## config.mk

```make
export PLATFORM = sky130hd
export DESIGN_NAME = gtlr_regs
export DESIGN_NICKNAME = d
export VERILOG_FILES = /design/src/hdl/gtlr_pkg.sv /design/src/hdl/gtlr_regs.sv
export SDC_FILE = /design/constraint.sdc
export NUM_CORES = 1
export LEC_CHECK = 0
export ABC_AREA = 0
export BUFFER_PORTS_ARGS = -buffer_cell sky130_fd_sc_hd__buf_2
export CAP_MARGIN = 20
export CORE_UTILIZATION = 57
export DETAILED_ROUTE_END_ITERATION = 6
export PLACE_DENSITY = 0.76
export REMOVE_ABC_BUFFERS = 1
export SYNTH_ARGS = -nofsm -noshare
export SYNTH_HDL_FRONTEND = slang
export SYNTH_SLANG_ARGS = --single-unit
export TNS_END_PERCENT = 30
```

## constraint.sdc

```tcl
create_clock -name i_clk -period 7.5 [get_ports i_clk]
set_input_delay 0.75 -clock i_clk [delete_from_list [all_inputs] [get_ports i_clk]]
set_output_delay 0.75 -clock i_clk [all_outputs]
set_load 0.02 [all_outputs]
```

## src/hdl/gtlr_pkg.sv

```systemverilog
// Constants and types for the talker/listener register front end
// How it works
// Sixteen byte registers relative to a base; hidden ones via aux port.
// Listener bytes latch into input latch at 1; writes there don't disturb it.
// Ready-for-data stays false while the input latch holds an unread byte.
// Without holdoff, handshake finishes by itself once the byte is read.
// In holdoff mode handshake waits for finish-handshake; rereads allowed.
// Latch bit 0 is line DIO1, bit 7 is DIO8, both directions.
// Writing the output latch queues the byte for the source handshake; a write with both buffer entries full is dropped.
// Status register at 3 clears on read; mask register shares offset 3.
// Bits 7..0: cmd pass, addr pass, trigger, end, clear, error, out, in.
// Interrupt request when a status bit is set and enabled.
// Status bits set and clear regardless of mask bits.
// Events during a status read are deferred until the read is over.
// Undecoded commands and following secondaries set cmd pass flag.
// Undefined-primary flag set by undecoded primary, cleared by decoded.
// Addressed commands ignored when unaddressed; undecoded ignored if off.
// After command pass-through, handshake holds until valid command 017.
// Address mode 3 secondary in primary-addressed state sets addr pass.
// While addr pass holds, data-accepted withheld until valid or invalid.
// Trigger flag set on group execute trigger while listener.
// End flag set on EOI, or string-end match when enabled, while listening.
// All status flags clear at reset and right after a status read.
// Aux config A bit 2 enables string-end reception.
// Interrupt is OR of enabled status bits, held until bits clear.
package gtlr_pkg;
  localparam logic [3:0] DATA_OFF = 4'h1;
  localparam logic [3:0] STAT_OFF = 4'h3;
  localparam logic [3:0] ADDRESS_MODE_REG_OFF = 4'h9;
  localparam logic [3:0] AUX_OFF = 4'hb;
  localparam logic [3:0] EOS_OFF = 4'hf;
  localparam int B_CPT = 7;
  localparam int B_APT = 6;
  localparam int B_DET = 5;
  localparam int B_END = 4;
  localparam int B_DEC = 3;
  localparam int B_ERR = 2;
  localparam int B_DO = 1;
  localparam int B_DI = 0;
  localparam logic [7:0] AUX_VALID = 8'h0f;
  localparam logic [7:0] AUX_NVALID = 8'h07;
  localparam logic [7:0] AUX_FH = 8'h03;
  localparam logic [2:0] AUXA_PFX = 3'h4;
  localparam logic [2:0] AUXB_PFX = 3'h5;
  localparam int STRING_END_ACCEPT_ENABLE_BIT = 2;
  localparam int HOLD_BIT = 0;
  localparam int PTE_BIT = 0;
  localparam logic [1:0] ADM_MODE3 = 2'h3;
  localparam logic [7:0] CMD_MASK = 8'h7f;
  localparam logic [7:0] CMD_GET = 8'h08;
  localparam logic [7:0] CMD_SDC = 8'h04;
  localparam logic [7:0] CMD_DCL = 8'h14;
  localparam int CLK_NS = 50;
  localparam int SETTLE_NS = 2000;
  localparam int SETTLE_CYC = (SETTLE_NS + CLK_NS - 1) / CLK_NS;
  localparam logic [1:0] BUF_DEPTH = 2'h2;
  typedef enum logic [2:0] {
    C_ACG, C_UCG, C_LAG, C_TAG, C_SCG
  } gtlr_cls_t;
  typedef enum logic [1:0] {A_IDLE, A_RDY, A_HOLD, A_DONE} gtlr_acc_t;
  typedef enum logic [1:0] {S_IDLE, S_SET, S_DAV, S_REL} gtlr_src_t;
  typedef struct packed {
    logic rd;
    logic wr;
    logic [3:0] addr;
    logic [7:0] wdata;
  } gtlr_host_t;
  typedef struct packed {
    logic tads;
    logic lads;
    logic tpas;
    logic lpas;
    logic lacs;
    logic err_evt;
    logic do_evt;
  } gtlr_core_t;
  typedef struct packed {
    gtlr_acc_t acc;
    gtlr_src_t src;
    logic [7:0] din;
    logic full;
    logic hold_fh;
    logic hold_apt;
    logic udp;
    logic [7:0] passthru_readback;
    logic [7:0] status;
    logic [7:0] pend;
    logic [7:0] mask;
    logic string_end_accept_enable;
    logic hold_mode;
    logic pte;
    logic [1:0] address_mode_reg;
    logic [7:0] eos;
    logic [1:0][7:0] buf_q;
    logic wp;
    logic rp;
    logic [1:0] cnt;
    logic [5:0] scnt;
    logic [7:0] dio_o;
    logic dio_oe_n;
    logic dav;
    logic rfd;
    logic dac;
    logic [7:0] rdata;
    logic irq;
    logic ordy;
  } gtlr_state_t;
endpackage

```

## src/hdl/gtlr_regs.sv

```systemverilog
// Host register front end with acceptor and source handshakes
`timescale 1ns/1ps
module gtlr_regs (
  input wire logic i_clk,
  input wire logic i_sys_rst,
  input wire logic i_ce,
  input wire gtlr_pkg::gtlr_host_t i_host,
  output logic [7:0] o_rdata,
  input wire gtlr_pkg::gtlr_core_t i_core,
  input wire logic [7:0] i_dio,
  output logic [7:0] o_dio,
  output logic o_dio_oe_n,
  input wire logic i_atn,
  input wire logic i_eoi,
  input wire logic i_dav,
  output logic o_rfd,
  output logic o_dac,
  output logic o_dav,
  input wire logic i_rfd,
  input wire logic i_dac,
  output logic o_out_ready,
  output logic o_irq
);
  gtlr_pkg::gtlr_state_t s;
  gtlr_pkg::gtlr_state_t n;
  logic [7:0] set;
  logic rd_stat;
  logic wr_aux;
  logic aux_valid;
  logic aux_nvalid;
  logic aux_fh;
  logic push;
  logic pop;

  function automatic gtlr_pkg::gtlr_cls_t cls_of(input logic [7:0] b);
    gtlr_pkg::gtlr_cls_t c;
    c = gtlr_pkg::C_SCG;
    if (b[6:4] == 3'h0) begin
      c = gtlr_pkg::C_ACG;
    end else if (b[6:4] == 3'h1) begin
      c = gtlr_pkg::C_UCG;
    end else if (b[6:5] == 2'h1) begin
      c = gtlr_pkg::C_LAG;
    end else if (b[6:5] == 2'h2) begin
      c = gtlr_pkg::C_TAG;
    end
    return c;
  endfunction

  function automatic logic is_defined(input logic [7:0] b);
    return b == gtlr_pkg::CMD_GET || b == gtlr_pkg::CMD_SDC ||
      b == gtlr_pkg::CMD_DCL;
  endfunction

  function automatic logic at(input logic [3:0] off);
    return i_host.addr == off;
  endfunction

  assign rd_stat = i_host.rd && at(gtlr_pkg::STAT_OFF);
  assign wr_aux = i_host.wr && at(gtlr_pkg::AUX_OFF);
  assign aux_valid = wr_aux && i_host.wdata == gtlr_pkg::AUX_VALID;
  assign aux_nvalid = wr_aux && i_host.wdata == gtlr_pkg::AUX_NVALID;
  assign aux_fh = wr_aux && i_host.wdata == gtlr_pkg::AUX_FH;

  always_comb begin
    logic [7:0] cmd;
    gtlr_pkg::gtlr_cls_t cls;
    logic addressed;
    logic prim;
    logic undef_prim;
    n = s;
    set = '0;
    cmd = i_dio & gtlr_pkg::CMD_MASK;
    cls = cls_of(cmd);
    addressed = i_core.tads || i_core.lads;
    prim = cls == gtlr_pkg::C_UCG || cls == gtlr_pkg::C_ACG;
    undef_prim = 1'b0;
    push = 1'b0;
    pop = 1'b0;
    set[gtlr_pkg::B_ERR] = i_core.err_evt;
    set[gtlr_pkg::B_DO] = i_core.do_evt;
    // Host writes; the input latch is never touched here
    if (i_host.wr) begin
      if (at(gtlr_pkg::DATA_OFF)) begin
        push = s.cnt != gtlr_pkg::BUF_DEPTH;
      end else if (at(gtlr_pkg::STAT_OFF)) begin
        n.mask = i_host.wdata;
      end else if (at(gtlr_pkg::ADDRESS_MODE_REG_OFF)) begin
        n.address_mode_reg = i_host.wdata[1:0];
      end else if (at(gtlr_pkg::AUX_OFF)) begin
        if (i_host.wdata[7:5] == gtlr_pkg::AUXA_PFX) begin
          n.string_end_accept_enable = i_host.wdata[gtlr_pkg::STRING_END_ACCEPT_ENABLE_BIT];
          n.hold_mode = i_host.wdata[gtlr_pkg::HOLD_BIT];
        end else if (i_host.wdata[7:5] == gtlr_pkg::AUXB_PFX) begin
          n.pte = i_host.wdata[gtlr_pkg::PTE_BIT];
        end
      end else if (at(gtlr_pkg::EOS_OFF)) begin
        n.eos = i_host.wdata;
      end
    end
    if (aux_fh) begin
      n.hold_fh = 1'b0;
    end
    // Host reads; unmapped offsets read zero
    if (i_host.rd) begin
      if (at(gtlr_pkg::DATA_OFF)) begin
        n.rdata = s.din;
        n.full = 1'b0;
      end else if (at(gtlr_pkg::STAT_OFF)) begin
        n.rdata = s.status;
      end else if (at(gtlr_pkg::AUX_OFF)) begin
        n.rdata = s.passthru_readback;
      end else begin
        n.rdata = '0;
      end
    end
    // Acceptor handshake
    case (s.acc)
      gtlr_pkg::A_IDLE: begin
        if (!s.full && !s.hold_fh && !i_dav) begin
          n.rfd = 1'b1;
          n.acc = gtlr_pkg::A_RDY;
        end
      end
      gtlr_pkg::A_RDY: begin
        if (i_dav) begin
          n.rfd = 1'b0;
          n.dac = 1'b1;
          n.acc = gtlr_pkg::A_DONE;
          if (i_atn) begin
            n.passthru_readback = cmd;
            undef_prim = prim && !is_defined(cmd) &&
              (cls == gtlr_pkg::C_UCG || addressed);
            if (undef_prim && s.pte) begin
              set[gtlr_pkg::B_CPT] = 1'b1;
              n.udp = 1'b1;
            end else if (s.udp && s.pte && cls == gtlr_pkg::C_SCG) begin
              set[gtlr_pkg::B_CPT] = 1'b1;
            end else if (s.address_mode_reg == gtlr_pkg::ADM_MODE3 &&
                (i_core.tpas || i_core.lpas) &&
                cls == gtlr_pkg::C_SCG) begin
              set[gtlr_pkg::B_APT] = 1'b1;
              n.hold_apt = 1'b1;
            end
            if ((prim && is_defined(cmd)) || cls == gtlr_pkg::C_TAG ||
                cls == gtlr_pkg::C_LAG) begin
              n.udp = 1'b0;
            end
            if (cmd == gtlr_pkg::CMD_GET && i_core.lads) begin
              set[gtlr_pkg::B_DET] = 1'b1;
            end
            if (cmd == gtlr_pkg::CMD_DCL ||
                (cmd == gtlr_pkg::CMD_SDC && i_core.lads)) begin
              set[gtlr_pkg::B_DEC] = 1'b1;
            end
            if (set[gtlr_pkg::B_CPT] || set[gtlr_pkg::B_APT]) begin
              n.dac = 1'b0;
              n.acc = gtlr_pkg::A_HOLD;
            end
          end else if (i_core.lacs) begin
            n.din = i_dio;
            n.full = 1'b1;
            set[gtlr_pkg::B_DI] = 1'b1;
            if (i_eoi || (s.string_end_accept_enable && i_dio == s.eos)) begin
              set[gtlr_pkg::B_END] = 1'b1;
            end
            n.hold_fh = s.hold_mode;
          end
        end
      end
      gtlr_pkg::A_HOLD: begin
        if (aux_valid || (s.hold_apt && aux_nvalid)) begin
          n.dac = 1'b1;
          n.hold_apt = 1'b0;
          n.acc = gtlr_pkg::A_DONE;
        end
      end
      default: begin
        if (!i_dav) begin
          n.dac = 1'b0;
          n.acc = gtlr_pkg::A_IDLE;
        end
      end
    endcase
    if (!n.pte) begin
      n.udp = 1'b0;
    end
    // Source handshake drains the output buffer
    case (s.src)
      gtlr_pkg::S_IDLE: begin
        if (s.cnt != 2'h0 && i_rfd && !i_dac) begin
          n.dio_o = s.buf_q[s.rp];
          n.dio_oe_n = 1'b0;
          n.scnt = 6'(gtlr_pkg::SETTLE_CYC - 1);
          n.src = gtlr_pkg::S_SET;
        end
      end
      gtlr_pkg::S_SET: begin
        if (s.scnt == 6'h0) begin
          n.dav = 1'b1;
          n.src = gtlr_pkg::S_DAV;
        end else begin
          n.scnt = s.scnt - 6'h1;
        end
      end
      gtlr_pkg::S_DAV: begin
        if (i_dac) begin
          n.dav = 1'b0;
          pop = 1'b1;
          n.src = gtlr_pkg::S_REL;
        end
      end
      default: begin
        if (!i_dac) begin
          n.dio_oe_n = 1'b1;
          n.src = gtlr_pkg::S_IDLE;
        end
      end
    endcase
    if (push) begin
      n.buf_q[s.wp] = i_host.wdata;
      n.wp = !s.wp;
    end
    if (pop) begin
      n.rp = !s.rp;
    end
    n.cnt = 2'(s.cnt + {1'b0, push} - {1'b0, pop});
    n.ordy = n.cnt != gtlr_pkg::BUF_DEPTH;
    // Events in a status read cycle wait one cycle in pend
    if (rd_stat) begin
      n.status = '0;
      n.pend = s.pend | set;
    end else begin
      n.status = s.status | s.pend | set;
      n.pend = '0;
    end
    n.irq = |(s.status & s.mask);
  end

  always_ff @(posedge i_clk or posedge i_sys_rst) begin
    if (i_sys_rst) begin
      s <= '{acc: gtlr_pkg::A_IDLE, src: gtlr_pkg::S_IDLE,
        dio_oe_n: 1'b1, default: '0};
    end else if (i_ce) begin
      s <= n;
    end
  end

  assign o_rdata = s.rdata;
  assign o_dio = s.dio_o;
  assign o_dio_oe_n = s.dio_oe_n;
  assign o_rfd = s.rfd;
  assign o_dac = s.dac;
  assign o_dav = s.dav;
  assign o_out_ready = s.ordy;
  assign o_irq = s.irq;
endmodule

```

After elaboration in Yosys (flattened, before gate mapping)
Index checks and enable logic that the tools add are counted.

Register bits after elaboration: 108. Output and inout bits: 22. Word-level logic and storage cells: 263.

Reduce and logical (&&, ||, !) cells: 72. Eq/ne operators: 47. Mux-type cells: 97. Bitwise logic cells: 11. $add $sub $neg: 3. $lt $le $gt $ge: 3.

Operator list (count): two-way mux 8 bit (8); two-way mux 1 bit (48); two-way mux 11 bit (3); inequality test 2 bit (second input constant) (15); AND reduction 5 bit (6); two-way mux 2 bit (14); OR 8 bit (3); AND reduction 4 bit (6); logical AND 1 bit (22); bitwise mux 16 bit (1); two-way mux 16 bit (1); two-way mux 15 bit (1); two-way mux 3 bit (5); AND reduction 7 bit (2); == test 4 bit (second input constant) (3); logical OR 1 bit (12); two-way mux 12 bit (1); case mux 2 bit (3 select lines) (2); case mux 6 bit (2 select lines) (1); two-way mux 10 bit (1); two-way mux 5 bit (2); nonzero test 2 bit (5); == test 3 bit (second input constant) (3); two-way mux 9 bit (1); 37 further kinds (67).

Longest topological paths before layout
Gate-level depths: netlist of run 1.

Word-level depth: 19. Depth in mapped cells: 10. Gate-level depth less buffers: 10.

Least setup slack after synthesis of run 1
Ideal clock, no wire load.

Path type: input-to-reg. From: input port i_host[9] in the netlist's numbering. To: register s (netlist bit o_out_ready). Data arrival time: 2.426 ns. Data required time: 7.423 ns. Cell stages on the path: 10. Buffers on the path: 0. Library setup time: 0.077 ns. Setup slack: 4.997 ns. Path through: nor4b_4 a21boi_1 nand2_1 ha_1 inv_1 ha_1 xor2_1 xnor2_1 nor2_1 a21oi_1.

Longest elaborated chain between the ends: 6.

Ends and longest elaborated chain: start, declared (RTL line gtlr_regs.sv:7) `input wire gtlr_pkg::gtlr_host_t i_host,`; == test 4 x 1 -> 1 bit (RTL line gtlr_regs.sv:56) `return i_host.addr == off;`; two-way mux 1 bit (RTL line gtlr_regs.sv:84) `if (at(gtlr_pkg::DATA_OFF)) begin`; two-way mux 1 bit (RTL line gtlr_regs.sv:83) `if (i_host.wr) begin`; adder 2 x 1 -> 2 bit (RTL line gtlr_regs.sv:227) `n.cnt = 2'(s.cnt + {1'b0, push} - {1'b0, pop});`; subtractor 2 x 1 -> 2 bit (RTL line gtlr_regs.sv:227); inequality test 2 bit (RTL line gtlr_regs.sv:228) `n.ordy = n.cnt != gtlr_pkg::BUF_DEPTH;`; end signal, assigned (RTL line gtlr_regs.sv:242) `s <= '{acc: gtlr_pkg::A_IDLE, src: gtlr_pkg::S_IDLE,`; end signal, assigned (RTL line gtlr_regs.sv:245) `s <= n;`; end, declared (RTL line gtlr_regs.sv:24) `gtlr_pkg::gtlr_state_t s;`.

No other way between the ends. A chain may end at the register's enable or synchronous reset.

Worst setup path in the final report of run 1
From: input port i_host[10] in the netlist's numbering. To: register s (netlist bit o_out_ready).

The elaborated chain is that of the path after synthesis.

==> report_table.html, run 1 <==
<table>
<tr><th>Metric</th><th>Value</th></tr>
<tr><th colspan="2">Clock network</th></tr>
<tr><td>Clock buffers created by TritonCTS</td><td>9</td></tr>
<tr><td>Clock Path Buffers</td><td>2</td></tr>
<tr><td>Number of setup buffers added after CTS</td><td>0</td></tr>
<tr><td>Hold buffer count at cts</td><td>0</td></tr>
<tr><td>H-tree levels</td><td>3</td></tr>
<tr><td>Clock Sink Count</td><td>108</td></tr>
<tr><td>Skew-Pair Late Insertion Delay</td><td>0.36 ns</td></tr>
<tr><td>Clock tree from TritonCTS</td><td>yes</td></tr>
<tr><td>Post-cts repair resize count</td><td>0</td></tr>
<tr><td>CTS root buf</td><td>clkbuf_8</td></tr>
<tr><td>Clock-pin slew on the worst setup and hold paths</td><td>0.10 ns</td></tr>
<tr><th colspan="2">STA</th></tr>
<tr><td>Setup violations, final</td><td>0</td></tr>
<tr><td>Post-Route Setup TNS</td><td>0 ns</td></tr>
<tr><td>Number of pins with negative max-slew slack in the final report</td><td>0</td></tr>
<tr><td>Least setup slack across all paths after layout</td><td>4.732 ns</td></tr>
<tr><td>Maximum clock skew at final layout</td><td>0.008620 ns</td></tr>
<tr><td>Tightest slew margin relative to the limit</td><td>0.5191</td></tr>
<tr><td>Slew at the pin with the worst max-slew slack</td><td>0.7184 ns</td></tr>
<tr><td>Hold Vio Cnt, Final</td><td>0</td></tr>
<tr><td>Unrepaired setup endpoints after global routing</td><td>no</td></tr>
<tr><td>Highest Clock Rate</td><td>361.3 MHz</td></tr>
<tr><td>Period minus WS final</td><td>2.768 ns</td></tr>
<tr><td>Period utilization</td><td>0.3690</td></tr>
<tr><th colspan="2">Synthesis</th></tr>
<tr><td>Synth area leaders</td><td>dfrtp_1 (51%), mux2_2 (11%), nor2_1 (2.9%)</td></tr>
<tr><td>Area share of the leading cell type in the synthesized netlist</td><td>0.5088</td></tr>
<tr><td>Number of enable flip-flop cells after synthesis</td><td>0</td></tr>
<tr><td>Avg Inst Size Synth</td><td>10.90 sq um</td></tr>
<tr><td>Count of different cell masters after synthesis</td><td>61</td></tr>
<tr><td>Asr flop ratio synth</td><td>1.000</td></tr>
<tr><td>Number of warnings printed during yosys synthesis</td><td>0</td></tr>
<tr><td>Instance count of the mapped netlist</td><td>483</td></tr>
<tr><td>Leading register cell type out of synthesis</td><td>dfrtp_1</td></tr>
<tr><td>Flip-flop and latch count after synthesis</td><td>108</td></tr>
<tr><td>Post-Syn Area</td><td>5263 sq um</td></tr>
<tr><td>Post-synthesis cell type with the largest combined area</td><td>dfrtp_1</td></tr>
<tr><td>Seq/Total Area, Yosys</td><td>0.5138</td></tr>
<tr><th colspan="2">Detailed routing</th></tr>
<tr><td>Iteration count of the initial detailed-routing pass</td><td>7</td></tr>
<tr><td>WL per Instance</td><td>17.58 microns</td></tr>
<tr><td>Overall routed net length</td><td>11.18 mm</td></tr>
<tr><td>Remaining DRCs</td><td>1</td></tr>
<tr><td>Total number of vias</td><td>3767</td></tr>
<tr><td>Routed via count divided by cell count</td><td>5.923</td></tr>
<tr><td>DRC marker count from the first detailed-route iteration</td><td>165</td></tr>
<tr><td>Detail Route Antenna Nets</td><td>0</td></tr>
<tr><th colspan="2">Setup path</th></tr>
<tr><td>Crit path max fanout</td><td>10</td></tr>
<tr><td>Cell with the biggest individual delay on the critical path</td><td>nor4b_4</td></tr>
<tr><td>Critical setup path kind</td><td>input pin to register</td></tr>
<tr><td>Worst endpoint data arrival time</td><td>3.06 ns</td></tr>
<tr><td>List of cells traversed by the critical path</td><td>buf_2, nor4b_4, a21boi_1, nand2_1, ha_1, inv_1, ha_1, xor2_1, xnor2_1, nor2_1, a21oi_1</td></tr>
<tr><td>Nature of the critical path startpoint</td><td>input pin</td></tr>
<tr><td>Cells on worst reg2reg path</td><td>6</td></tr>
<tr><td>Peak per-stage delay on the critical path</td><td>0.66 ns</td></tr>
<tr><td>Type of destination of the critical path</td><td>register</td></tr>
<tr><td>Critical path required time</td><td>7.79 ns</td></tr>
<tr><td>Cell type with the highest occurrence count on the critical path</td><td>ha_1</td></tr>
<tr><th colspan="2">Floorplanning</th></tr>
<tr><td>Number of placement rows</td><td>34</td></tr>
<tr><td>Core region area</td><td>8848 sq um</td></tr>
<tr><td>Overall die height</td><td>98.09 microns</td></tr>
<tr><td>Chip width</td><td>98.09 microns</td></tr>
<tr><td>Number of top-level pins</td><td>59</td></tr>
<tr><td>Die footprint</td><td>9621 sq um</td></tr>
<tr><td>Starting utilization of the core area</td><td>0.5947</td></tr>
<tr><th colspan="2">Pwr</th></tr>
<tr><td>Power per standard cell area</td><td>311.4 nW/um^2</td></tr>
<tr><td>Static leakage</td><td>2.663 nW</td></tr>
<tr><td>Peak supply drop</td><td>0.0001417 V</td></tr>
<tr><th colspan="2">Global route</th></tr>
<tr><td>Pin count of the biggest net entering global routing</td><td>86</td></tr>
<tr><td>Via count of the first global-routing pass</td><td>3793</td></tr>
<tr><td>Initial antenna violation count</td><td>0</td></tr>
<tr><td>Aggregate global-route resource usage</td><td>0.2451</td></tr>
<tr><td>GRT Residual Overflow</td><td>0</td></tr>
<tr><td>Global-route wire length before repair</td><td>18.51 mm</td></tr>
<tr><th colspan="2">Final layout</th></tr>
<tr><td>Layout overhead on the synthesized area</td><td>8.987%</td></tr>
<tr><td>Highest-count cells in the layout ignoring fill and taps</td><td>dfrtp_1 (107), buf_2 (58), mux2_2 (53), nor2_1 (41), nand2_1 (36)</td></tr>
<tr><td>Most common cell after layout, fill and taps aside</td><td>dfrtp_1</td></tr>
<tr><td>N_diodes</td><td>0</td></tr>
<tr><td># nets final</td><td>573</td></tr>
<tr><td>Fraction of final layout cells sized beyond drive strength 1</td><td>0.2614</td></tr>
<tr><th colspan="2">Placed design</th></tr>
<tr><td>Setup slack after placement</td><td>4.478 ns</td></tr>
<tr><td>Number of I/O port buffers</td><td>58</td></tr>
<tr><td>HPWL after DPL</td><td>8.020 mm</td></tr>
<tr><td>Placer congestion estimate</td><td>0.8500</td></tr>
<tr><th colspan="2">Run status</th></tr>
<tr><td>Result of the run</td><td>finished with violations</td></tr>
<tr><td>Failing checks</td><td>design-rule violations</td></tr>
<tr><th colspan="2">Hold path</th></tr>
<tr><td>Path class of the lowest-slack min-delay path</td><td>input pin to async pin</td></tr>
<tr><th colspan="2">Run</th></tr>
<tr><td>Maximum Capacitance Violations</td><td>0</td></tr>
</table>
## flip-flops by register name, indices dropped and copies added, names as in the netlist
name,count
o_irq,1
s,86
o_rfd,1
o_dio_oe_n,1
o_out_ready,1
o_dav,1
o_rdata,8
o_dio,8
o_dac,1
## stage by stage
step / hold WS (ns) / utilization / area [sq um] / std cells / power, mW
floorplan: 0.4462 / - / 5074 / 452 / 1.266
global placement: 0.4642 / 0.6234 / 5517 / 620 / 1.402
detailed placement: 0.4705 / 0.6234 / 5517 / 620 / 1.440
CTS: 0.3354 / 0.6451 / 5708 / 635 / 1.789
global route: 0.3478 / 0.6482 / 5736 / 636 / 1.897
finish: 0.3352 / 0.6482 / 5736 / 636 / 1.786
## synthesized netlist by cell type (2+ instances only)
| master | n |
|---|---|
| a21oi_1 | 27 |
| a21boi_0 | 2 |
| nor2b_1 | 3 |
| o31ai_1 | 2 |
| a22oi_1 | 8 |
| o21a_1 | 2 |
| buf_1 | 4 |
| a221oi_1 | 3 |
| clkbuf_1 | 8 |
| xnor2_1 | 7 |
| ha_1 | 12 |
| nand2_1 | 36 |
| o31a_1 | 2 |
| inv_1 | 18 |
| and3_1 | 5 |
| buf_4 | 17 |
| o21ai_0 | 26 |
| a31oi_1 | 10 |
| a22o_1 | 3 |
| nand2b_1 | 5 |
| or3b_2 | 2 |
| nor4b_1 | 3 |
| mux2_2 | 53 |
| nor4_1 | 4 |
| xor2_1 | 8 |
| nor3_1 | 8 |
| and2_1 | 5 |
| a32o_1 | 3 |
| o22ai_1 | 2 |
| nand3_1 | 5 |
| dfrtp_1 | 107 |
| nor2_1 | 41 |
| nand4_1 | 5 |
| mux2i_1 | 10 |
## kinds of logic after synthesis
family,count (synthesis),synth area share
multiplexers,63,0.1324
XOR/XNOR,15,0.02497
flip-flops,108,0.5138
AND/OR/NAND/NOR,137,0.1334
AO/OA/AOI/OAI,99,0.1182
buffers and inverters,49,0.04874
adder cells (fa/ha/maj),12,0.02853
## where the power goes
part / internal [mW] / switching, mW / leakage, nW
Clock: 0.162 / 0.190 / 0.0914
Combinational: 0.256 / 0.303 / 1.22
Sequential: 0.751 / 0.124 / 1.35
Total: 1.17 / 0.617 / 2.66
## cell type report
class | count | area, sq um
fillers | 713 | 3113
flip-flops and latches | 108 | 2704
multi-input cells | 326 | 2302
repair buffers | 61 | 332.8
clock buffers | 11 | 141.4
well taps | 108 | 135.1
inverters | 18 | 70.07
clock inverters | 4 | 50.05
## layer usage
layer  GRT usage  wire length, microns  vias up
li1            -                     -     1784
met1      0.3412                  5251     1881
met2      0.4036                  5361       86
met3     0.03651                   435       16
met4     0.06643                   136        0
met5           0                     0        -
## worst paths after layout
kind | from | endpoint | slack (ns)
setup / recovery | i_host[10] | o_out_ready$_DFFE_PP0P_ | 4.73
min in group i_clk | s[90]$_DFFE_PP0P_ | s[90]$_DFFE_PP0P_ | 0.50
setup reg to reg | s[108]$_DFFE_PP0P_ | s[97]$_DFFE_PP0P_ | 5.07
hold / removal | i_sys_rst | o_dio[6]$_DFFE_PP0P_ | 0.34
max in group asynchronous | i_sys_rst | o_rdata[5]$_DFFE_PP0P_ | 6.26
hold reg to reg | s[90]$_DFFE_PP0P_ | s[90]$_DFFE_PP0P_ | 0.50
## worst max-delay path, delay by kind of cell
family	cells	cell delay, ns
buf+inv	2	0.20
compound gates	2	0.42
simple gates	3	0.80
xor+xnor	2	0.45
fa+ha+maj	2	0.42
Note: power is estimated with default switching activity, not from simulation.
==> inputs of run 2 (changes only) <==
Clock period 7.5 ns to 2.77 ns, I/O delays scaled along.
==> run 2 against run 1 <==
  * The run still ends with design-rule violations left
  * Clock-buffer cell count decreased by 1
  * Via count increased by 2.1%
  * Critical path depth decreased by 5
  * Power increased to 2.7 times the previous value
  * Design area increased by 0.76%
  * Routed wire length increased by 2.2%
==> report_table.html, run 2 (synthesis results as in run 1) <==
<table>
<tr><th>Metric</th><th>Value</th></tr>
<tr><th colspan="2">Run status</th></tr>
<tr><td>Failing checks</td><td>design-rule violations (unchanged)</td></tr>
<tr><td>Result of the run</td><td>finished with violations (unchanged)</td></tr>
<tr><th colspan="2">Detailed routing</th></tr>
<tr><td>Remaining DRCs</td><td>1 (unchanged)</td></tr>
<tr><td>Routed via count divided by cell count</td><td>5.981 (was 5.923)</td></tr>
<tr><td>Total number of vias</td><td>3846 (was 3767)</td></tr>
<tr><td>Iteration count of the initial detailed-routing pass</td><td>7 (unchanged)</td></tr>
<tr><td>Overall routed net length</td><td>11.43 mm (was 11.18 mm)</td></tr>
<tr><td>DRC marker count from the first detailed-route iteration</td><td>209 (was 165)</td></tr>
<tr><td>WL per Instance</td><td>17.78 microns (was 17.58 microns)</td></tr>
<tr><td>Detail Route Antenna Nets</td><td>0 (unchanged)</td></tr>
<tr><th colspan="2">Placed design</th></tr>
<tr><td>HPWL after DPL</td><td>8.420 mm (was 8.020 mm)</td></tr>
<tr><td>Number of I/O port buffers</td><td>58 (unchanged)</td></tr>
<tr><td>Number of placed instances, taps included</td><td>626 (was 620)</td></tr>
<tr><td>Placer congestion estimate</td><td>0.9319 (was 0.8500)</td></tr>
<tr><td>Area of placed instances</td><td>5574 sq um (was 5517 sq um)</td></tr>
<tr><th colspan="2">Setup path</th></tr>
<tr><td>Nature of the critical path startpoint</td><td>register (was input pin)</td></tr>
<tr><td>Setup slack of the worst register-to-register path</td><td>0.52 ns (was 5.07 ns)</td></tr>
<tr><td>Type of destination of the critical path</td><td>register (unchanged)</td></tr>
<tr><td>Worst R2R Start</td><td>s[108]$_DFFE_PP0P_ (unchanged)</td></tr>
<tr><td>Worst flop-to-flop path endpoint</td><td>s[104]$_DFFE_PP0P_ (was s[97]$_DFFE_PP0P_)</td></tr>
<tr><td>Cells on worst reg2reg path</td><td>6 (unchanged)</td></tr>
<tr><td>Termination of the worst setup path</td><td>s[104]$_DFFE_PP0P_ (was o_out_ready$_DFFE_PP0P_)</td></tr>
<tr><td>Worst endpoint data arrival time</td><td>2.53 ns (was 3.06 ns)</td></tr>
<tr><td>Critical setup path kind</td><td>register to register (was input pin to register)</td></tr>
<tr><td>Critical path required time</td><td>3.05 ns (was 7.79 ns)</td></tr>
<tr><td>Crit path max fanout</td><td>11 (was 10)</td></tr>
<tr><td>Worst setup path startpoint</td><td>s[108]$_DFFE_PP0P_ (was i_host[10])</td></tr>
<tr><th colspan="2">STA</th></tr>
<tr><td>Period utilization</td><td>0.8123</td></tr>
<tr><td>Slew at the pin with the worst max-slew slack</td><td>0.7826 ns (was 0.7184 ns)</td></tr>
<tr><td>Number of pins with negative max-slew slack in the final report</td><td>0 (unchanged)</td></tr>
<tr><td>Maximum clock skew at final layout</td><td>0.009543 ns (was 0.008620 ns)</td></tr>
<tr><td>Period minus WS final</td><td>2.250 ns</td></tr>
<tr><td>Unrepaired setup endpoints after global routing</td><td>no (unchanged)</td></tr>
<tr><td>Post-Route Setup TNS</td><td>0 ns (unchanged)</td></tr>
<tr><td>Tightest slew margin relative to the limit</td><td>0.4735 (was 0.5191)</td></tr>
<tr><td>Setup violations, final</td><td>0 (unchanged)</td></tr>
<tr><td>Hold Vio Cnt, Final</td><td>0 (unchanged)</td></tr>
<tr><td>Highest Clock Rate</td><td>444.5 MHz</td></tr>
<tr><th colspan="2">Clock network</th></tr>
<tr><td>Clock buffers created by TritonCTS</td><td>9 (unchanged)</td></tr>
<tr><td>H-tree levels</td><td>3 (unchanged)</td></tr>
<tr><td>Clock tree from TritonCTS</td><td>yes (unchanged)</td></tr>
<tr><td>Clock-pin slew on the worst setup and hold paths</td><td>0.11 ns (was 0.10 ns)</td></tr>
<tr><td>CTS root buf</td><td>clkbuf_8 (unchanged)</td></tr>
<tr><td>Post-cts repair resize count</td><td>0 (unchanged)</td></tr>
<tr><td>Clock Sink Count</td><td>108 (unchanged)</td></tr>
<tr><td>Clock Path Buffers</td><td>2 (unchanged)</td></tr>
<tr><td>Skew-Pair Late Insertion Delay</td><td>0.38 ns (was 0.36 ns)</td></tr>
<tr><th colspan="2">Global route</th></tr>
<tr><td>Aggregate global-route resource usage</td><td>0.2594 (was 0.2451)</td></tr>
<tr><td>GRT Residual Overflow</td><td>0 (unchanged)</td></tr>
<tr><td>Pin count of the biggest net entering global routing</td><td>88 (was 86)</td></tr>
<tr><td>Via count of the first global-routing pass</td><td>3921 (was 3793)</td></tr>
<tr><td>Global-route wire length before repair</td><td>19.35 mm (was 18.51 mm)</td></tr>
<tr><td>Initial antenna violation count</td><td>0 (unchanged)</td></tr>
<tr><th colspan="2">Floorplanning</th></tr>
<tr><td>Overall die height</td><td>98.09 microns (unchanged)</td></tr>
<tr><td>Number of top-level pins</td><td>59 (unchanged)</td></tr>
<tr><td>Chip width</td><td>98.09 microns (unchanged)</td></tr>
<tr><td>Starting utilization of the core area</td><td>0.5947 (unchanged)</td></tr>
<tr><td>Die footprint</td><td>9621 sq um (unchanged)</td></tr>
<tr><td>Number of placement rows</td><td>34 (unchanged)</td></tr>
<tr><td>Core region area</td><td>8848 sq um (unchanged)</td></tr>
<tr><th colspan="2">Final layout</th></tr>
<tr><td># nets final</td><td>579 (was 573)</td></tr>
<tr><td>Most common cell after layout, fill and taps aside</td><td>dfrtp_1 (unchanged)</td></tr>
<tr><td>Highest-count cells in the layout ignoring fill and taps</td><td>dfrtp_1 (107), buf_2 (58), mux2_2 (53), nor2_1 (41), nand2_1 (36) (unchanged)</td></tr>
<tr><td>Final instance area</td><td>5779 sq um (was 5736 sq um)</td></tr>
<tr><td>Flip-flop count of the largest register, all copies and words added</td><td>86 (unchanged)</td></tr>
<tr><td>Layout overhead on the synthesized area</td><td>9.819% (was 8.987%)</td></tr>
<tr><td>N_diodes</td><td>0 (unchanged)</td></tr>
<tr><td>Register containing the most flip-flops in the final layout</td><td>s (unchanged)</td></tr>
<tr><td>Fraction of final layout cells sized beyond drive strength 1</td><td>0.2710 (was 0.2614)</td></tr>
<tr><td>Final standard cell count with taps included and fillers excluded</td><td>643 (was 636)</td></tr>
<tr><th colspan="2">Hold path</th></tr>
<tr><td>Path class of the lowest-slack min-delay path</td><td>input pin to register (was input pin to async pin)</td></tr>
<tr><th colspan="2">Pwr</th></tr>
<tr><td>Power per standard cell area</td><td>833.5 nW/um^2 (was 311.4 nW/um^2)</td></tr>
<tr><td>Static leakage</td><td>2.699 nW (was 2.663 nW)</td></tr>
<tr><td>Power consumption</td><td>4.817 mW (was 1.786 mW)</td></tr>
<tr><td>Peak supply drop</td><td>0.0004423 V (was 0.0001417 V)</td></tr>
<tr><th colspan="2">Run</th></tr>
<tr><td>Maximum Capacitance Violations</td><td>0 (unchanged)</td></tr>
</table>
==> run 2: cell count changes in the layout (fill, tap and decap cells not counted) <==
cell           previous run  this run
buf_4                     2         7
clkinv_4                  0         4
clkinvlp_4                2         0
inv_8                     0         2
buf_12                    0         1
buf_16                    1         0
bufinv_16                 1         0
clkbuf_1                  1         0
clkinv_2                  1         0
dlygate4sd3_1             0         1
==> run 2: what timing repair did <==
action,CTS,global route
buffers inserted,0,0
hold buffers,1,0
hold endpoints to repair,20,0
==> run 2: worst min-delay path by stage <==
stage / from / end / cells past startpoint
finish: i_core[0] / s[70]$_DFFE_PP0P_ / 3
global route: i_core[0] / s[70]$_DFFE_PP0P_ / 3
CTS: i_core[0] / s[70]$_DFFE_PP0P_ / 3
detailed placement: i_sys_rst / o_dio[7]$_DFFE_PP0P_ / 2
global placement: i_sys_rst / o_dio[7]$_DFFE_PP0P_ / 2
floorplan: i_ce / o_out_ready$_DFFE_PP0P_ / 1
==> run 2: power by group <==
part	total (mW)	internal (mW)	switching, mW
logic	1.51	0.695	0.819
clock network	0.944	0.371	0.573
registers	2.36	2.03	0.326
==> run 2: metal layers <==
| metal | share of wire | GRT usage |
|---|---|---|
| met5 | 0 | 0 |
| met4 | 0.022 | 0.09441 |
| met3 | 0.059 | 0.05512 |
| met2 | 0.49 | 0.4220 |
| met1 | 0.43 | 0.3447 |
==> run 2: per-stage QoR <==
step | hold slack, ns | util | worst slack [ns]
6_report | 0.1495 | 0.6531 | 0.5201
5_1_grt | 0.1792 | 0.6531 | 0.3449
4_1_cts | 0.1396 | 0.6531 | 0.5445
3_5_place_dp | 0.2581 | 0.6299 | 0.5806
3_3_place_gp | 0.2516 | 0.6299 | 0.6754
2_1_floorplan | 0.3617 | - | -0.3509
==> run 2: final cells by class <==
| class | instances | area, sq um |
|---|---|---|
| Clock inverter | 6 | 57.56 |
| Tap cell | 108 | 135.1 |
| Inverter | 18 | 70.07 |
| Multi-Input combinational cell | 326 | 2302 |
| Timing Repair Buffer | 67 | 372.9 |
| Clock buffer | 10 | 137.6 |
| Fill cell | 731 | 3069 |
| Sequential cell | 108 | 2704 |
==> run 2: critical path, stage by stage, from the launching register on <==
cell	delay (ns)
dfrtp_1	0.45
inv_1	0.10
ha_1	0.29
nor2b_1	0.20
and3_1	0.35
nand2_1	0.37
mux2_2	0.38
==> inputs of run 3 (changes only) <==
Settings changed: CORE_UTILIZATION 57 to 53, PLACE_DENSITY 0.76 to 0.74.
Clock period 2.77 ns to 1.8 ns, I/O delays scaled along.
==> run 3 against run 2 <==
  * The flow finishes with violations (negative setup slack)
  * Critical endpoint is now s[106]$_DFFE_PP0P_
  * Sequential share of layout area is 3.9 points lower
  * Design area is 9.0% higher
  * Clock skew is 0.00091 ns lower
  * Hold slack worse by 0.11 ns
  * Sequential cell count stayed put
==> report_table.html, run 3 (synthesis results as in run 1) <==
<table>
<tr><th>Metric</th><th>Value</th></tr>
<tr><th colspan="2">Floorplanning</th></tr>
<tr><td>Die footprint</td><td>10330 sq um (was 9621 sq um)</td></tr>
<tr><td>Overall die height</td><td>101.6 microns (was 98.09 microns)</td></tr>
<tr><td>Core region area</td><td>9684 sq um (was 8848 sq um)</td></tr>
<tr><td>Chip width</td><td>101.6 microns (was 98.09 microns)</td></tr>
<tr><td>Number of placement rows</td><td>36 (was 34)</td></tr>
<tr><td>Number of top-level pins</td><td>59 (unchanged)</td></tr>
<tr><td>Starting utilization of the core area</td><td>0.5434 (was 0.5947)</td></tr>
<tr><th colspan="2">STA</th></tr>
<tr><td>Unrepaired setup endpoints after global routing</td><td>yes (was no)</td></tr>
<tr><td>Slew at the pin with the worst max-slew slack</td><td>0.4989 ns (was 0.7826 ns)</td></tr>
<tr><td>Setup violations, final</td><td>4 (was 0)</td></tr>
<tr><td>Least setup slack across all paths after layout</td><td>-0.09113 ns (was 0.5201 ns)</td></tr>
<tr><td>Period utilization</td><td>1.051 (was 0.8123)</td></tr>
<tr><td>Period minus WS final</td><td>1.891 ns (was 2.250 ns)</td></tr>
<tr><td>Highest Clock Rate</td><td>528.8 MHz (was 444.5 MHz)</td></tr>
<tr><td>Maximum clock skew at final layout</td><td>0.008638 ns (was 0.009543 ns)</td></tr>
<tr><td>Tightest slew margin relative to the limit</td><td>0.6674 (was 0.4735)</td></tr>
<tr><td>Number of pins with negative max-slew slack in the final report</td><td>0 (unchanged)</td></tr>
<tr><td>Hold Vio Cnt, Final</td><td>0 (unchanged)</td></tr>
<tr><th colspan="2">Hold path</th></tr>
<tr><td>Worst min-delay path startpoint</td><td>i_core[1] (was i_core[0])</td></tr>
<tr><td>Worst-case hold path end point</td><td>s[71]$_DFFE_PP0P_ (was s[70]$_DFFE_PP0P_)</td></tr>
<tr><td>Worst hold path cell count</td><td>3 (unchanged)</td></tr>
<tr><td>Path class of the lowest-slack min-delay path</td><td>input pin to register (unchanged)</td></tr>
<tr><th colspan="2">Final layout</th></tr>
<tr><td>Highest-count cells in the layout ignoring fill and taps</td><td>dfrtp_1 (107), buf_2 (58), mux2_2 (53), buf_4 (47), nor2_1 (40) (was dfrtp_1 (107), buf_2 (58), mux2_2 (53), nor2_1 (41), nand2_1 (36))</td></tr>
<tr><td>N_diodes</td><td>0 (unchanged)</td></tr>
<tr><td>Layout overhead on the synthesized area</td><td>19.76% (was 9.819%)</td></tr>
<tr><td>Number of fillers in the final layout</td><td>783 (was 731)</td></tr>
<tr><td>Flip-flop count of the largest register, all copies and words added</td><td>86 (unchanged)</td></tr>
<tr><td>Fraction of final layout cells sized beyond drive strength 1</td><td>0.3644 (was 0.2710)</td></tr>
<tr><td>Most common cell after layout, fill and taps aside</td><td>dfrtp_1 (unchanged)</td></tr>
<tr><td>Register containing the most flip-flops in the final layout</td><td>s (unchanged)</td></tr>
<tr><td># nets final</td><td>624 (was 579)</td></tr>
<tr><th colspan="2">Detailed routing</th></tr>
<tr><td>Routed via count divided by cell count</td><td>5.646 (was 5.981)</td></tr>
<tr><td>Overall routed net length</td><td>12.22 mm (was 11.43 mm)</td></tr>
<tr><td>Detail Route Antenna Nets</td><td>0 (unchanged)</td></tr>
<tr><td>DRC marker count from the first detailed-route iteration</td><td>178 (was 209)</td></tr>
<tr><td>WL per Instance</td><td>17.16 microns (was 17.78 microns)</td></tr>
<tr><td>Iteration count of the initial detailed-routing pass</td><td>5 (was 7)</td></tr>
<tr><td>Remaining DRCs</td><td>0 (was 1)</td></tr>
<tr><td>Total number of vias</td><td>4020 (was 3846)</td></tr>
<tr><th colspan="2">Setup path</th></tr>
<tr><td>Worst endpoint data arrival time</td><td>2.17 ns (was 2.53 ns)</td></tr>
<tr><td>Setup slack of the worst register-to-register path</td><td>-0.09 ns (was 0.52 ns)</td></tr>
<tr><td>Worst R2R Start</td><td>s[22]$_DFFE_PP0P_ (was s[108]$_DFFE_PP0P_)</td></tr>
<tr><td>Cells on worst reg2reg path</td><td>6 (unchanged)</td></tr>
<tr><td>Crit path max fanout</td><td>3 (was 11)</td></tr>
<tr><td>Peak per-stage delay on the critical path</td><td>0.40 ns (was 0.45 ns)</td></tr>
<tr><td>Nature of the critical path startpoint</td><td>register (unchanged)</td></tr>
<tr><td>Cell with the biggest individual delay on the critical path</td><td>dfrtp_1 (unchanged)</td></tr>
<tr><td>CP bufs+invs</td><td>1 (unchanged)</td></tr>
<tr><td>Top Family by Delay on Critical Path</td><td>simple AND/OR/NAND/NOR gates (unchanged)</td></tr>
<tr><td>Critical path required time</td><td>2.08 ns (was 3.05 ns)</td></tr>
<tr><td>Type of destination of the critical path</td><td>register (unchanged)</td></tr>
<tr><td>Critical setup path kind</td><td>register to register (unchanged)</td></tr>
<tr><td>Worst flop-to-flop path endpoint</td><td>s[106]$_DFFE_PP0P_ (was s[104]$_DFFE_PP0P_)</td></tr>
<tr><td>List of cells traversed by the critical path</td><td>inv_2, ha_4, or3b_4, o31a_1, nand4b_1, mux2_2 (was inv_1, ha_1, nor2b_1, and3_1, nand2_1, mux2_2)</td></tr>
<tr><th colspan="2">Global route</th></tr>
<tr><td>Pin count of the biggest net entering global routing</td><td>41 (was 88)</td></tr>
<tr><td>Via count of the first global-routing pass</td><td>3921 (unchanged)</td></tr>
<tr><td>Global-route wire length before repair</td><td>19.46 mm (was 19.35 mm)</td></tr>
<tr><td>Aggregate global-route resource usage</td><td>0.2530 (was 0.2594)</td></tr>
<tr><td>Initial antenna violation count</td><td>0 (unchanged)</td></tr>
<tr><td>GRT Residual Overflow</td><td>0 (unchanged)</td></tr>
<tr><th colspan="2">Clock network</th></tr>
<tr><td>Clock tree from TritonCTS</td><td>yes (unchanged)</td></tr>
<tr><td>Clock Path Buffers</td><td>2 (unchanged)</td></tr>
<tr><td>Clock-pin slew on the worst setup and hold paths</td><td>0.10 ns (was 0.11 ns)</td></tr>
<tr><td>H-tree levels</td><td>3 (unchanged)</td></tr>
<tr><td>Clock buffers created by TritonCTS</td><td>9 (unchanged)</td></tr>
<tr><td>Skew-Pair Late Insertion Delay</td><td>0.39 ns (was 0.38 ns)</td></tr>
<tr><td>Clock Sink Count</td><td>108 (unchanged)</td></tr>
<tr><td>CTS root buf</td><td>clkbuf_8 (unchanged)</td></tr>
<tr><th colspan="2">Placed design</th></tr>
<tr><td>Number of I/O port buffers</td><td>58 (unchanged)</td></tr>
<tr><td>Placer congestion estimate</td><td>0.8324 (was 0.9319)</td></tr>
<tr><td>Setup slack after placement</td><td>-0.2269 ns (was 0.5806 ns)</td></tr>
<tr><td>HPWL after DPL</td><td>8.984 mm (was 8.420 mm)</td></tr>
<tr><th colspan="2">Pwr</th></tr>
<tr><td>Power consumption</td><td>8.042 mW (was 4.817 mW)</td></tr>
<tr><td>Static leakage</td><td>2.934 nW (was 2.699 nW)</td></tr>
<tr><td>Power per standard cell area</td><td>1276 nW/um^2 (was 833.5 nW/um^2)</td></tr>
<tr><td>Peak supply drop</td><td>0.0007007 V (was 0.0004423 V)</td></tr>
<tr><th colspan="2">Run status</th></tr>
<tr><td>Result of the run</td><td>finished with violations (unchanged)</td></tr>
<tr><td>Failing checks</td><td>negative setup slack (was design-rule violations)</td></tr>
<tr><th colspan="2">Run</th></tr>
<tr><td>Maximum Capacitance Violations</td><td>0 (unchanged)</td></tr>
</table>
[run 3: metal layers]
| metal | up-vias | global-route usage | wire (microns) |
|---|---|---|---|
| met5 | - | 0 | 0 |
| met4 | 0 | 0.07692 | 238 |
| met3 | 24 | 0.06418 | 593 |
| met2 | 102 | 0.4194 | 6147 |
| met1 | 2011 | 0.3276 | 5238 |
| li1 | 1883 | - | - |
[run 3: how the worst max path moves through the flow]
stage / from / to / slack [ns] / cells after the start
floorplan: i_sys_rst / o_dac$_DFFE_PP0P_ / -1.22 / 1
global placement: i_host[9] / o_out_ready$_DFFE_PP0P_ / -0.13 / 11
detailed placement: i_host[9] / o_out_ready$_DFFE_PP0P_ / -0.23 / 11
CTS: s[22]$_DFFE_PP0P_ / s[106]$_DFFE_PP0P_ / -0.09 / 6
global route: s[22]$_DFFE_PP0P_ / s[106]$_DFFE_PP0P_ / -0.15 / 6
finish: s[22]$_DFFE_PP0P_ / s[106]$_DFFE_PP0P_ / -0.09 / 6
[run 3: where the power goes]
group          leakage [nW]  internal, mW  switching, mW
logic                  1.50          1.48           1.49
registers              1.35          3.13          0.479
clock network        0.0873         0.635          0.830
total                  2.93          5.24           2.80
[run 3: worst register-to-register path, cell delays in order, from the launching register on]
cell	delay, ns
dfrtp_1	0.40
inv_2	0.08
ha_4	0.13
or3b_4	0.38
o31a_1	0.27
nand4b_1	0.23
mux2_2	0.30
[run 3: timing repair]
| item | 4_1_cts | 5_1_grt |
|---|---|---|
| pin swaps | 8 | 7 |
| endpoints found under the setup margin | 26 | 23 |
| hold buffers | 1 | 0 |
| buffers inserted | 3 | 1 |
| endpoints found under the hold margin | 28 | 0 |
| gates resized for setup | 14 | 21 |
[run 3: through the flow]
stage | utilization | setup TNS [ns] | instances | cell area (sq um) | hold WS, ns
2_1_floorplan | - | -133.35 | 452 | 5074 | 0.2647
4_1_cts | 0.6439 | -0.1842 | 711 | 6236 | 0.03561
3_5_place_dp | 0.6158 | -1.580 | 692 | 5963 | 0.2246
3_3_place_gp | 0.6158 | -0.6902 | 692 | 5963 | 0.2172
6_report | 0.6508 | -0.1638 | 712 | 6302 | 0.04352
5_1_grt | 0.6508 | -0.8840 | 712 | 6302 | 0.03102
[run 3: layout make-up]
class	count	area [sq um]	share of cell area
Sequential cell	108	2704	0.4290
Timing Repair Buffer	112	764.5	0.1213
Inverter	18	70.07	0.01112
Multi-Input combinational cell	326	2407	0.3820
Clock buffer	9	123.9	0.01965
Clock inverter	6	66.31	0.01052
Tap cell	133	166.4	0.02640
